$ cat src/logic/psfp_defs.svh
// Purpose: constants for the power state and fault protection block
// Assumes: voltages in mV, currents in A, temperatures in deg C
// Notes: timing counts are derived from the 8 ns clock period
`ifndef PSFP_DEFS_SVH
`define PSFP_DEFS_SVH
// ----------------------------------------
// register map
// ----------------------------------------
`define PSFP_WAKE_LAT_ADDR 8'h2b
// ----------------------------------------
// timing
// ----------------------------------------
`define PSFP_CLK_NS 8
`define PSFP_ON_STEP_NS 40
`define PSFP_ON_STEP_CYC ((`PSFP_ON_STEP_NS + `PSFP_CLK_NS - 1) / `PSFP_CLK_NS)
`define PSFP_ADJ_STEP_NS 60
`define PSFP_ADJ_STEP_CYC ((`PSFP_ADJ_STEP_NS + `PSFP_CLK_NS - 1) / `PSFP_CLK_NS)
// ----------------------------------------
// thresholds
// ----------------------------------------
`define PSFP_OV_RELEASE_MV 13'd248
`define PSFP_UV_ADC_MV 13'd248
`define PSFP_SS_OV0_MV 13'd2500
`define PSFP_SS_OV1_MV 13'd1200
`define PSFP_SS_OV2_MV 13'd1275
`define PSFP_SS_OV3_MV 13'd1350
`define PSFP_STEP_MV 13'd50
`define PSFP_OT_MAX_C 9'd135
`define PSFP_OT_OFS_MAX_C 9'd32
`define PSFP_HICCUP_RETRIES 2'd2
`endif

$ cat src/logic/psfp_pkg.sv
// Purpose: shared types of the power state and fault protection block
// Assumes: nothing beyond the defs header
// Notes: fault vector order is fixed, both flag sets share it
package psfp_pkg;
  // power states
  typedef enum logic [2:0] {
    FULL_POWER_STATE = 3'b000,
    ONE_PHASE_STATE = 3'b001,
    PULSE_SKIP_STATE = 3'b010,
    PULSE_SKIP_LOW_POWER_STATE = 3'b011,
    DEEP_SLEEP_STATE = 3'b100
  } psfp_ps_t;
  // diode emulation sequencer
  typedef enum logic [1:0] {DE_WAIT = 2'b00, DE_HIGH = 2'b01, DE_LOW = 2'b10} psfp_de_t;
  // protection response
  typedef enum logic [1:0] {PR_RUN = 2'b00, PR_HICCUP = 2'b01, PR_SHUT = 2'b10} psfp_pr_t;
  // one flag per fault kind
  typedef struct packed {
    logic ov;
    logic uv;
    logic oc;
    logic slow_oc;
    logic ot;
  } psfp_fault_t;
endpackage : psfp_pkg

$ cat src/logic/psfp_ctrl.sv
// Purpose: light-load states, deep sleep and output protection control
// Assumes: all inputs synchronous to CLK_I, measurements already digital
// Notes: all outputs registered, so a response lands one edge after its cause, two where it passes a state register first
`timescale 1ns/1ps
`default_nettype none
`include "psfp_defs.svh"
module psfp_ctrl
  import psfp_pkg::*;
#(
  parameter int NPH = 8,
  parameter int HICCUP_CYC = 125000,
  parameter int FILT_DIV = 1024,
  parameter logic [7:0] WAKE_LATENCY = 8'h00 // arbitrary value
) (
  input wire logic CLK_I,
  input wire logic RST_N_I,
  input wire logic [7:0] LIGHT_LOAD_ENTRY_CURRENT_I,
  input wire logic [7:0] EMULATION_ERROR_LEVEL_I,
  input wire logic [7:0] EMULATION_ON_WIDTH_I,
  input wire logic [7:0] LOW_SIDE_TRIM_I,
  input wire logic [11:0] LOW_SIDE_CALC_I,
  input wire logic [7:0] ERROR_I,
  input wire logic PWM_REQ_I,
  input wire logic PS_CMD_VALID_I,
  input wire logic [2:0] PS_CMD_I,
  input wire logic SET_VOLTAGE_CMD_I,
  input wire logic VOLTAGE_ID_BUS_CLK_I,
  input wire logic WAKE_ON_CLK_I,
  input wire logic SLEEP_RAMP_OR_DECAY_SEL_I,
  input wire logic [7:0] VREG_ADDR_I,
  input wire logic VREG_RD_I,
  input wire logic ENABLE_I,
  input wire logic SOFT_START_I,
  input wire logic VOLTAGE_CODE_DOWN_I,
  input wire logic VOLTAGE_CODE_MOVING_I,
  input wire logic [11:0] VOUT_MV_I,
  input wire logic [11:0] VOLTAGE_CODE_MV_I,
  input wire logic [11:0] DROOP_MV_I,
  input wire logic [2:0] OV_MARGIN_SEL_I,
  input wire logic [1:0] SS_OV_SEL_I,
  input wire logic OV_RELEASE_SEL_I,
  input wire logic GUARD_WHILE_OFF_I,
  input wire logic [2:0] UV_SEL_I,
  input wire logic UV_USE_ADC_I,
  input wire logic UV_DROOP_I,
  input wire logic [NPH-1:0][7:0] PHASE_AMPS_I,
  input wire logic [5:0] OC_LIMIT_I,
  input wire logic [1:0] OC_SCALE_I,
  input wire logic [1:0] OC_MODE_I,
  input wire logic [9:0] OUT_AMPS_I,
  input wire logic [9:0] SLOW_LIMIT_I,
  input wire logic [2:0] FILTER_BW_I,
  input wire logic [7:0] TEMP_C_I,
  input wire logic [7:0] HOT_WARNING_C_I,
  input wire logic [5:0] OT_OFFSET_C_I,
  input wire logic STICKY_CLR_I,
  output logic HS_O,
  output logic LS_O,
  output logic TRI_O,
  output logic RAMP_DOWN_O,
  output logic SENSE_AMP_OFF_O,
  output logic PS_ACK_O,
  output logic [2:0] PS_STATE_O,
  output logic [7:0] VREG_DATA_O,
  output logic REG_RUN_O,
  output psfp_fault_t FAULT_O,
  output psfp_fault_t STICKY_O
);
  // refuse sizes the counters and phase vector cannot serve
  if (NPH < 1 || NPH > 8 || HICCUP_CYC < 1 || FILT_DIV < 1) begin : g_bad_param
    $error("psfp_ctrl bad parameter");
  end
  // ----------------------------------------
  // power state sequencing
  // ----------------------------------------
  psfp_ps_t ps; // present power state
  logic clk_seen; // last sampled bus clock level
  logic skip_ok; // load light enough for skipping
  assign skip_ok = {2'b00, OUT_AMPS_I} < {4'h0, LIGHT_LOAD_ENTRY_CURRENT_I};
  // command decode, sleep exit and entry
  always_ff @(posedge CLK_I) begin
    if (!RST_N_I) begin
      ps <= FULL_POWER_STATE;
      PS_ACK_O <= 1'b0;
      clk_seen <= 1'b0;
    end else begin
      clk_seen <= VOLTAGE_ID_BUS_CLK_I;
      PS_ACK_O <= PS_CMD_VALID_I && PS_CMD_I <= 3'd4;
      if (ps == DEEP_SLEEP_STATE) begin
        // only the configured wake event is honoured
        if (WAKE_ON_CLK_I && (clk_seen != VOLTAGE_ID_BUS_CLK_I)) begin
          ps <= FULL_POWER_STATE;
        end else if (!WAKE_ON_CLK_I && SET_VOLTAGE_CMD_I) begin
          ps <= FULL_POWER_STATE;
        end else if (!WAKE_ON_CLK_I && PS_CMD_VALID_I && PS_CMD_I < 3'd4) begin
          ps <= (PS_CMD_I >= 3'd2 && !skip_ok) ? FULL_POWER_STATE : psfp_ps_t'(PS_CMD_I);
        end
      end else if (PS_CMD_VALID_I && PS_CMD_I <= 3'd4) begin
        // skip states refused while load is heavy
        if (PS_CMD_I == 3'd2 || PS_CMD_I == 3'd3) begin
          if (skip_ok) ps <= psfp_ps_t'(PS_CMD_I);
        end else begin
          ps <= psfp_ps_t'(PS_CMD_I);
        end
      end else if (SET_VOLTAGE_CMD_I && VOLTAGE_CODE_MOVING_I) begin
        ps <= FULL_POWER_STATE; // a voltage move returns to full power
      end
    end
  end
  // ----------------------------------------
  // diode emulation sequencer
  // ----------------------------------------
  psfp_de_t de; // sequencer state
  logic [11:0] de_cnt; // cycles left in phase
  logic in_skip; // pulse skipping active
  logic [11:0] trim_cyc; // low-side reduction in cycles
  logic [11:0] ls_cyc; // trimmed low-side time
  assign in_skip = ps == PULSE_SKIP_STATE || ps == PULSE_SKIP_LOW_POWER_STATE;
  assign trim_cyc = 12'(LOW_SIDE_TRIM_I * `PSFP_ADJ_STEP_CYC);
  // clamp rather than wrap, a long trim just skips the low-side interval
  assign ls_cyc = (LOW_SIDE_CALC_I > trim_cyc) ? LOW_SIDE_CALC_I - trim_cyc : 12'h000;
  // one constant on-time pulse each time the error is at or above the level while waiting
  always_ff @(posedge CLK_I) begin
    if (!RST_N_I) begin
      de <= DE_WAIT;
      de_cnt <= 12'h000;
    end else begin
      case (de)
        DE_WAIT: begin
          if (in_skip && ERROR_I >= EMULATION_ERROR_LEVEL_I && EMULATION_ON_WIDTH_I != 8'h00) begin
            de <= DE_HIGH;
            de_cnt <= 12'(EMULATION_ON_WIDTH_I * `PSFP_ON_STEP_CYC) - 12'h001;
          end
        end
        DE_HIGH: begin
          if (de_cnt != 12'h000) begin
            de_cnt <= de_cnt - 12'h001;
          end else if (ls_cyc != 12'h000) begin
            de <= DE_LOW;
            de_cnt <= ls_cyc - 12'h001;
          end else begin
            de <= DE_WAIT;
          end
        end
        DE_LOW: begin
          // low-side released at the predicted zero crossing
          if (de_cnt != 12'h000) de_cnt <= de_cnt - 12'h001;
          else de <= DE_WAIT;
        end
        default: de <= DE_WAIT;
      endcase
      if (!in_skip) de <= DE_WAIT;
    end
  end
  // ----------------------------------------
  // over-voltage guard
  // ----------------------------------------
  logic [12:0] ov_lvl; // active trip level
  logic ov_arm; // detection allowed
  logic ov_raw; // level exceeded
  logic ov_hold; // low-side forced on
  logic en_seen; // enable of last cycle
  always_comb begin
    case (SS_OV_SEL_I)
      2'd0: ov_lvl = `PSFP_SS_OV0_MV;
      2'd1: ov_lvl = `PSFP_SS_OV1_MV;
      2'd2: ov_lvl = `PSFP_SS_OV2_MV;
      default: ov_lvl = `PSFP_SS_OV3_MV;
    endcase
    if (!SOFT_START_I) begin
      ov_lvl = {1'b0, VOLTAGE_CODE_MV_I} + 13'((OV_MARGIN_SEL_I + 4'd1) * `PSFP_STEP_MV);
    end
  end
  assign ov_arm = (ENABLE_I || GUARD_WHILE_OFF_I) && !(VOLTAGE_CODE_DOWN_I && !SOFT_START_I);
  assign ov_raw = ov_arm && {1'b0, VOUT_MV_I} > ov_lvl;
  // latched mode holds until an enable toggle, release mode until 248mV
  always_ff @(posedge CLK_I) begin
    if (!RST_N_I) begin
      ov_hold <= 1'b0;
      en_seen <= 1'b0;
    end else begin
      en_seen <= ENABLE_I;
      if (ov_raw) ov_hold <= 1'b1;
      else if (OV_RELEASE_SEL_I && {1'b0, VOUT_MV_I} < `PSFP_OV_RELEASE_MV) ov_hold <= 1'b0;
      else if (!OV_RELEASE_SEL_I && ENABLE_I && !en_seen) ov_hold <= 1'b0;
    end
  end
  // ----------------------------------------
  // under-voltage, current and temperature checks
  // ----------------------------------------
  logic [12:0] uv_lvl; // under-voltage floor
  logic [12:0] uv_ofs; // margin plus optional droop
  logic uv_raw; // output too low
  logic blank; // start or move in progress, or regulator not running
  logic [NPH-1:0] ph_oc; // per-phase trips
  logic [8:0] oc_lim; // scaled phase limit
  logic [19:0] avg; // filtered output current
  logic [$clog2(FILT_DIV+1)-1:0] tick; // filter decimation
  logic [8:0] ot_lvl; // over-temperature level
  logic [8:0] ot_sum; // hot warning plus offset
  assign blank = SOFT_START_I || VOLTAGE_CODE_MOVING_I || !REG_RUN_O;
  assign uv_ofs = 13'((UV_SEL_I + 4'd1) * `PSFP_STEP_MV) + (UV_DROOP_I ? {1'b0, DROOP_MV_I} : 13'h0000);
  always_comb begin
    if (UV_USE_ADC_I) uv_lvl = `PSFP_UV_ADC_MV;
    else if ({1'b0, VOLTAGE_CODE_MV_I} > uv_ofs) uv_lvl = {1'b0, VOLTAGE_CODE_MV_I} - uv_ofs;
    else uv_lvl = 13'h0000;
  end
  assign uv_raw = !blank && {1'b0, VOUT_MV_I} < uv_lvl;
  assign oc_lim = (OC_SCALE_I == 2'd2) ? {1'b0, OC_LIMIT_I, 2'b00} :
                  (OC_SCALE_I == 2'd1) ? {2'b00, OC_LIMIT_I, 1'b0} : {3'b000, OC_LIMIT_I};
  // one comparator per phase
  for (genvar g = 0; g < NPH; g++) begin : g_phase
    assign ph_oc[g] = {1'b0, PHASE_AMPS_I[g]} > oc_lim;
  end
  // wider offsets clamp at 32C, total clamps at 135C
  assign ot_sum = {1'b0, HOT_WARNING_C_I} + ((OT_OFFSET_C_I > 6'd32) ? `PSFP_OT_OFS_MAX_C : {3'b000, OT_OFFSET_C_I});
  assign ot_lvl = (ot_sum > `PSFP_OT_MAX_C) ? `PSFP_OT_MAX_C : ot_sum;
  // decimated first-order filter, wider setting means shorter shift
  always_ff @(posedge CLK_I) begin
    if (!RST_N_I) begin
      avg <= 20'h00000;
      tick <= '0;
    end else if (tick == ($clog2(FILT_DIV+1))'(FILT_DIV - 1)) begin
      tick <= '0;
      avg <= 20'(avg + 20'(($signed({1'b0, OUT_AMPS_I, 10'h000}) - $signed({1'b0, avg})) >>> (4'd10 - {1'b0, FILTER_BW_I})));
    end else begin
      tick <= tick + 1'b1;
    end
  end
  // ----------------------------------------
  // fault flags
  // ----------------------------------------
  psfp_fault_t rt; // this cycle's faults
  assign rt = '{ov: ov_raw, uv: uv_raw, oc: !blank && |ph_oc, slow_oc: !blank && avg[19:10] > SLOW_LIMIT_I, ot: {1'b0, TEMP_C_I} > ot_lvl};
  // set beats clear so no event is lost
  always_ff @(posedge CLK_I) begin
    if (!RST_N_I) begin
      FAULT_O <= '0;
      STICKY_O <= '0;
    end else begin
      FAULT_O <= rt;
      STICKY_O <= (STICKY_CLR_I ? '0 : STICKY_O) | rt;
    end
  end
  // ----------------------------------------
  // protection response
  // ----------------------------------------
  psfp_pr_t pr; // response state
  logic [1:0] retries; // hiccups taken
  logic [$clog2(HICCUP_CYC+1)-1:0] off_cnt; // off time left
  always_ff @(posedge CLK_I) begin
    if (!RST_N_I) begin
      pr <= PR_RUN;
      retries <= 2'd0;
      off_cnt <= '0;
    end else begin
      case (pr)
        PR_RUN: begin
          if (rt.ot) begin
            pr <= PR_SHUT;
          end else if (rt.uv || rt.oc || rt.slow_oc) begin
            // under-voltage shares the current response
            if (OC_MODE_I == 2'd0 || (OC_MODE_I == 2'd1 && retries == `PSFP_HICCUP_RETRIES)) begin
              pr <= PR_SHUT;
            end else begin
              pr <= PR_HICCUP;
              off_cnt <= ($clog2(HICCUP_CYC+1))'(HICCUP_CYC - 1);
              if (retries != 2'd3) retries <= retries + 2'd1;
            end
          end
        end
        PR_HICCUP: begin
          if (off_cnt != '0) off_cnt <= off_cnt - 1'b1;
          else pr <= PR_RUN;
        end
        PR_SHUT: begin
          if (!ENABLE_I) begin
            pr <= PR_RUN;
            retries <= 2'd0;
          end
        end
        default: pr <= PR_RUN;
      endcase
    end
  end
  // ----------------------------------------
  // stage drive and readback
  // ----------------------------------------
  always_ff @(posedge CLK_I) begin
    if (!RST_N_I) begin
      HS_O <= 1'b0;
      LS_O <= 1'b0;
      TRI_O <= 1'b1;
      RAMP_DOWN_O <= 1'b0;
      SENSE_AMP_OFF_O <= 1'b0;
      PS_STATE_O <= 3'd0;
      VREG_DATA_O <= 8'h00;
      REG_RUN_O <= 1'b0;
    end else begin
      REG_RUN_O <= ENABLE_I && pr == PR_RUN;
      PS_STATE_O <= ps;
      RAMP_DOWN_O <= ps == DEEP_SLEEP_STATE && SLEEP_RAMP_OR_DECAY_SEL_I;
      SENSE_AMP_OFF_O <= ps == PULSE_SKIP_LOW_POWER_STATE;
      if (VREG_RD_I) VREG_DATA_O <= (VREG_ADDR_I == `PSFP_WAKE_LAT_ADDR) ? WAKE_LATENCY : 8'h00;
      if (ov_hold) begin
        {HS_O, LS_O, TRI_O} <= 3'b010;
      end else if (!REG_RUN_O || ps == DEEP_SLEEP_STATE) begin
        {HS_O, LS_O, TRI_O} <= 3'b001;
      end else if (in_skip) begin
        {HS_O, LS_O, TRI_O} <= {de == DE_HIGH, de == DE_LOW, de == DE_WAIT};
      end else begin
        {HS_O, LS_O, TRI_O} <= {PWM_REQ_I, !PWM_REQ_I, 1'b0};
      end
    end
  end

  logic [11:0] hs_len; // helper: length of a skip pulse
  always_ff @(posedge CLK_I) begin
    if (!RST_N_I) hs_len <= 12'h000;
    else if (de == DE_HIGH) hs_len <= hs_len + 12'h001;
    else hs_len <= 12'h000;
  end
endmodule : psfp_ctrl
`default_nettype wire

$ cat config.mk
export PLATFORM = sky130hd
export DESIGN_NAME = psfp_ctrl
export DESIGN_NICKNAME = d
export VERILOG_FILES = /design/src/logic/psfp_pkg.sv /design/src/logic/psfp_ctrl.sv
export VERILOG_INCLUDE_DIRS = /design/src /design/src/logic
export SDC_FILE = /design/constraint.sdc
export NUM_CORES = 1
export LEC_CHECK = 0
export BUFFER_PORTS_ARGS = -buffer_cell sky130_fd_sc_hd__buf_2
export CORE_MARGIN = 5
export CORE_UTILIZATION = 55
export DETAILED_ROUTE_END_ITERATION = 6
export PLACE_DENSITY = 0.88
export SLEW_MARGIN = 30
export SYNTH_ARGS = -nofsm -noshare
export SYNTH_HDL_FRONTEND = slang
export SYNTH_SLANG_ARGS = --single-unit
$ cat constraint.sdc
create_clock -name CLK_I -period 6.9 [get_ports CLK_I]
set_clock_uncertainty 0.15 [all_clocks]
set_input_delay 0.345 -clock CLK_I [delete_from_list [all_inputs] [get_ports CLK_I]]
set_output_delay 0.345 -clock CLK_I [all_outputs]
set_load 0.05 [all_outputs]
* Word level (Yosys, flattened, before mapping)
Index checks and enable logic that the tools add are counted.
** Storage, ports and cells
- Register bits after elaboration :: 92
- Input port bits :: 244
- Output and inout port bits :: 28
- Word-level logic and storage cells :: 224
** Cells by class
- Add/sub/neg operators :: 16
- $mul :: 3
- Magnitude comparators :: 22
- Equality and inequality tests :: 33
- Shift-type cells :: 1
- Muxes and demuxes :: 56
- Bitwise logic cells :: 2
- Reduce and logical (&&, ||, !) cells :: 62
** Operator list (count)
- 2-to-1 mux 12 bit :: 6
- case mux 12 bit (3 select lines) :: 2
- 2-to-1 mux 17 bit :: 4
- greater-than comparator 8 bit :: 8
- 2-to-1 mux 13 bit :: 3
- case mux 17 bit (2 select lines) :: 1
- 2-to-1 mux 3 bit :: 9
- greater-than comparator 12 x 13 -> 1 bit :: 2
- 2-to-1 mux 2 bit :: 13
- inequality test 2 bit (second input constant) :: 12
- nonzero test 12 bit :: 2
- subtractor 12 x 1 -> 12 bit (second input constant) :: 2
- logical AND 1 bit :: 21
- >>> shifter 21 x 4 -> 20 bit :: 1
- subtractor 20 x 20 -> 21 bit :: 1
- adder 20 bit :: 1
- multiplier 4 x 5 -> 9 bit (second input constant) :: 2
- nonzero test 17 bit :: 1
- subtractor 17 x 1 -> 17 bit (second input constant) :: 1
- adder 10 x 12 -> 13 bit :: 1
- adder 12 x 10 -> 13 bit :: 1
- < comparator 12 x 13 -> 1 bit :: 1
- subtractor 12 x 13 -> 13 bit :: 1
- == test 3 x 2 -> 1 bit (second input constant) :: 4
- 51 further kinds :: 95

* Depth between registers and ports, before layout
- Depth in word-level cells :: 13
- Depth in mapped cells :: 33
- Depth with buffers taken out :: 32

* Least setup slack after synthesis
Ideal clock, no wire load.
- Kind :: input-to-reg
- Start :: input port UV_SEL_I[0]
- End :: register off_cnt[8]
- Setup time :: 0.119 ns
- Data arrival time :: 6.083 ns
- Setup slack :: 0.548 ns
- Cell stages on the path :: 32
- Buffers on the path :: 1
- Cell sequence :: inv_1 > ha_1 > inv_1 > ha_1 > inv_1 > fa_1 > inv_1 > ha_1 > o21ai_0 > a21boi_0 > o21ai_0 > a21boi_0 > o21ai_0 > mux2_2 > ha_1 > nand4_1 > nor4_1 > nor2_1 > o31a_1 > o31a_1 > a21oi_1 > ha_1 > a21o_1 > a21o_1 > a21oi_1 > o21ai_0 > o32ai_1 > a21oi_1 > o211ai_1 > a21oi_4 > buf_6 > o221a_2
** On the way
- Word-level cells in the longest chain between the ends :: 12
** Ends and longest elaborated chain
- start: declaration :: line psfp_ctrl.sv:43 : input wire logic [2:0] UV_SEL_I,
- adder 3 x 1 -> 4 bit (*) :: line psfp_ctrl.sv:202 : assign uv_ofs = 13'((UV_SEL_I + 4'd1) * `PSFP_STEP_MV) + (UV_DROOP_I ? {1'b0, DROOP_MV_I} : 13'h0000);
- multiplier 4 x 5 -> 9 bit (no line) (*)
- adder 10 x 12 -> 13 bit (*) :: line psfp_ctrl.sv:202
- subtractor 12 x 13 -> 13 bit or greater-than comparator 12 x 13 -> 1 bit (tied branches) :: line psfp_ctrl.sv:205 : else if ({1'b0, VOLTAGE_CODE_MV_I} > uv_ofs) uv_lvl = {1'b0, VOLTAGE_CODE_MV_I} - uv_ofs;
- 2-to-1 mux 13 bit (*) :: line psfp_ctrl.sv:205
- 2-to-1 mux 13 bit (*) :: line psfp_ctrl.sv:204 : if (UV_USE_ADC_I) uv_lvl = `PSFP_UV_ADC_MV;
- < comparator 12 x 13 -> 1 bit (*) :: line psfp_ctrl.sv:208 : assign uv_raw = !blank && {1'b0, VOUT_MV_I} < uv_lvl;
- logical AND 1 bit (*) :: line psfp_ctrl.sv:208
- logical OR 1 bit (*) (2 in a row) :: line psfp_ctrl.sv:261 : end else if (rt.uv || rt.oc || rt.slow_oc) begin
- inequality test 2 bit (no line) (*)
- AND reduction 5 bit (no line) (*)
- end signal: assignment :: line psfp_ctrl.sv:267 : off_cnt <= ($clog2(HICCUP_CYC+1))'(HICCUP_CYC - 1);
- end signal: assignment :: line psfp_ctrl.sv:273 : if (off_cnt != '0) off_cnt <= off_cnt - 1'b1;
- end: declaration :: line psfp_ctrl.sv:250 : logic [$clog2(HICCUP_CYC+1)-1:0] off_cnt;
Every way passes the cells marked *; elsewhere a longest branch is shown, timed or not.
A chain may end at the register's enable or synchronous reset.

* Worst setup path after layout
- Start :: input port UV_SEL_I[0]
- End :: register off_cnt[4]
The elaborated chain is that of the path after synthesis.

==> impl_metrics.py <==
metrics = {
    "outcome": {
        "status": "finished, final reports clean",
    },
    "synth": {
        "synth-seq-cells": 92,
        "seq_area_frac_synth_pct": 13.4,
        "synthArstFlopShare_pct": 0,
        "synthTopCellsByCount": "ha_1, nand2_1, inv_1, a21oi_1, nor2_1",
        "netlist_instances": 1835,
        "yosysMostFrequentCell": "ha_1",
        "ys_top_cells_by_area": "ha_1, dfxtp_1, a21oi_1",
        "yosysTopAreaCellShare_pct": 22.1,
        "ys_types": 86,
        "synth_top_area_cell": "ha_1",
        "synth_ff_type": "dfxtp_1",
        "postSynthAreaPerCell_um2": 7.49,
        "synth-edff-count": 0,
        "yosysWarnings": 0,
        "syn-cell-area_um2": 13700,
    },
    "floorplanning": {
        "die_height_um": 168,
        "fp-row-count": 57,
        "placeableCoreArea_um2": 24500,
        "dieArea_um2": 28200,
        "initial_core_util_pct": 56.2,
        "die_w_um": 168,
        "pin_count": 272,
    },
    "setup_path": {
        "cpPeakStageDelay_ns": 0.48,
        "cp-end-kind": "flip-flop",
        "crit_path_frequent_cell": "ha_1",
        "r2r_slack_ns": 0.91,
        "cp_slowest_cell": "nor4b_1",
        "critPathKind": "input port to flip-flop",
        "cp.arrival_ns": 6.56,
        "critPathMaxFanout": 9,
        "start_kind": "input port",
        "crit_required_ns": 6.99,
    },
    "sta": {
        "maxSlewViolCount": 0,
        "max_freq_mhz": 155,
        "fin_crit_sh_pct": 93.8,
        "finalHoldViolations": 0,
        "fin_crit_ns": 6.47,
        "maxSlewHeadroom_pct": 34.8,
        "worst_pin_slew_ns": 0.973,
        "grt_setup_unrepaired": "no",
        "setup_violations": 0,
        "setup_ws_ns": 0.428,
    },
    "power_and_ir_drop": {
        "power_density_nw_per_um2": 163,
        "ir_worst_vdd_mv": 0.130,
        "p_leak_nw": 7.48,
        "power_w": 0.00255,
    },
    "clocking": {
        "cts_hold_buffers": 0,
        "cts-root-buf": "clkbuf_16",
        "clock_path_buffers": 2,
        "cts.htree.levels": 3,
        "cts_sinks": 92,
        "clk_pin_slew_ns": 0.07,
        "clock_latency_ns": 0.36,
        "cts_tree": "yes",
        "cts_made_buffers": 9,
    },
    "final_layout": {
        "finalInstanceArea_um2": 15600,
        "final_layout_size_suffix_gt1_share_pct": 16.2,
        "instances_no_fill": 2394,
        "nNetsFinal": 2563,
        "syn_to_final_growth_pct": 13.6,
    },
    "routing": {
        "remaining_drc_errors": 0,
        "firstDrtPassIters": 5,
        "routedWlPerCell_um": 16.9,
        "postRouteAntennaNets": 0,
        "dr_total_vias": 14500,
        "vias_per_cell": 6.07,
        "wl_mm": 40.5,
        "first_iter_violations": 984,
    },
    "flow_run": {
        "max_cap_violations": 0,
    },
    "placed_design": {
        "finalWeightedCongestion": 0.963,
        "placedCellCount": 2376,
        "placed_cell_area_um2": 15300,
        "port_buffers": 254,
        "place_hpwl_mm": 33.7,
        "place_worst_setup_slack_ns": -0.0400,
    },
    "hold_path": {
        "worst_hold_path_type": "input port to flip-flop",
    },
    "global_route": {
        "grt_usage_pct": 27.2,
        "grt_pass1_wl_mm": 65.0,
        "first_global_vias": 13900,
        "gr-total-overflow": 0,
        "grt_start_max_net_pins": 43,
        "antenna_found_initial": 3,
    },
}
area by class of cell:
type	count	area (µm²)
diodes	2	5.00
clock buffers	9	225
clock inverters	7	60.1
fillers	2167	8850
inverters	154	578
multi-input cells	1538	11100
flip-flops and latches	92	1840
well taps	324	405
repair buffers	268	1380
flip-flops by register name, indices dropped and copies added, names as in the netlist, 2 cells and up:
signal and flops:
avg 20, off_cnt 17, de_cnt 12, tick 11, FAULT_O 5, STICKY_O 5
PS_STATE_O 3, ps 3, de 2, pr 2, retries 2
cell families after synthesis:
logic type	synth area share (%)
compound gates	25.6
xor+xnor	6.57
fa+ha+maj	24.0
buf+inv	6.13
flops	13.4
mux	2.70
other cells	0.0273
simple gates	21.5
metal layers:
metal  GRT usage [%]  wire [µm]  up-vias  part of all wire [%]
li1                -          -     7132                     -
met1            33.2      16300     6621                    40
met2            46.7      19000      688                    47
met3            6.12       3980       97                   9.8
met4            9.99       1280        2                   3.2
met5               0         13        -                 0.032
stage by stage:
stage	TNS (ns)	util, %	hold slack [ns]
detailed placement	-0.0785	62.5	0.322
global placement	0	62.5	0.301
finish	0	63.8	0.0359
floorplan	0	-	0.273
CTS	0	63.7	0.0263
global route	0	63.8	0.0375
final timing paths:
check                              endpoint  depth (start not counted)    startpoint
worst max-delay path             off_cnt[4]                         34   UV_SEL_I[0]
worst min-delay path            STICKY_O[4]                          2  STICKY_CLR_I
worst max register to register      avg[18]                         20        avg[0]
worst min register to register      avg[10]                          2       avg[10]
where the power goes:
part | switching (W) | internal (W)
Sequential | 0.0000350 | 0.000562
Clock | 0.000238 | 0.000250
Combinational | 0.000841 | 0.000621
Total | 0.00111 | 0.00143
worst max-delay path, delay by kind of cell:
kind,cells,cell delay (ns)
compound gates,13,2.03
simple gates,7,1.28
fa+ha+maj,6,1.93
xor+xnor,2,0.25
buf+inv,6,0.74
layout by cell type, fill, tap and decap left out, types with 24 or more instances in the layout:
| master | Yosys | routed |
|---|---|---|
| buf_2 | 1 | 254 |
| dfxtp_1 | 92 | 92 |
| a21oi_1 | 148 | 147 |
| nand4_1 | 24 | 24 |
| and3_1 | 27 | 27 |
| o21ai_0 | 89 | 88 |
| a31oi_1 | 30 | 30 |
| nor2b_1 | 33 | 33 |
| nand3_1 | 48 | 48 |
| nor3_1 | 34 | 34 |
| a21o_1 | 49 | 49 |
| inv_1 | 152 | 151 |
| a211oi_1 | 31 | 31 |
| nand2_1 | 191 | 191 |
| ha_1 | 243 | 242 |
| xnor2_1 | 72 | 72 |
| nor2_1 | 142 | 142 |
| xor2_1 | 31 | 31 |
repair_timing:
item | 4_1_cts | 5_1_grt
endpoints found under the setup margin | 0 | 14
setup buffers | 0 | 0
resized for setup | 0 | 5
Power figures use the tool's default switching activity.
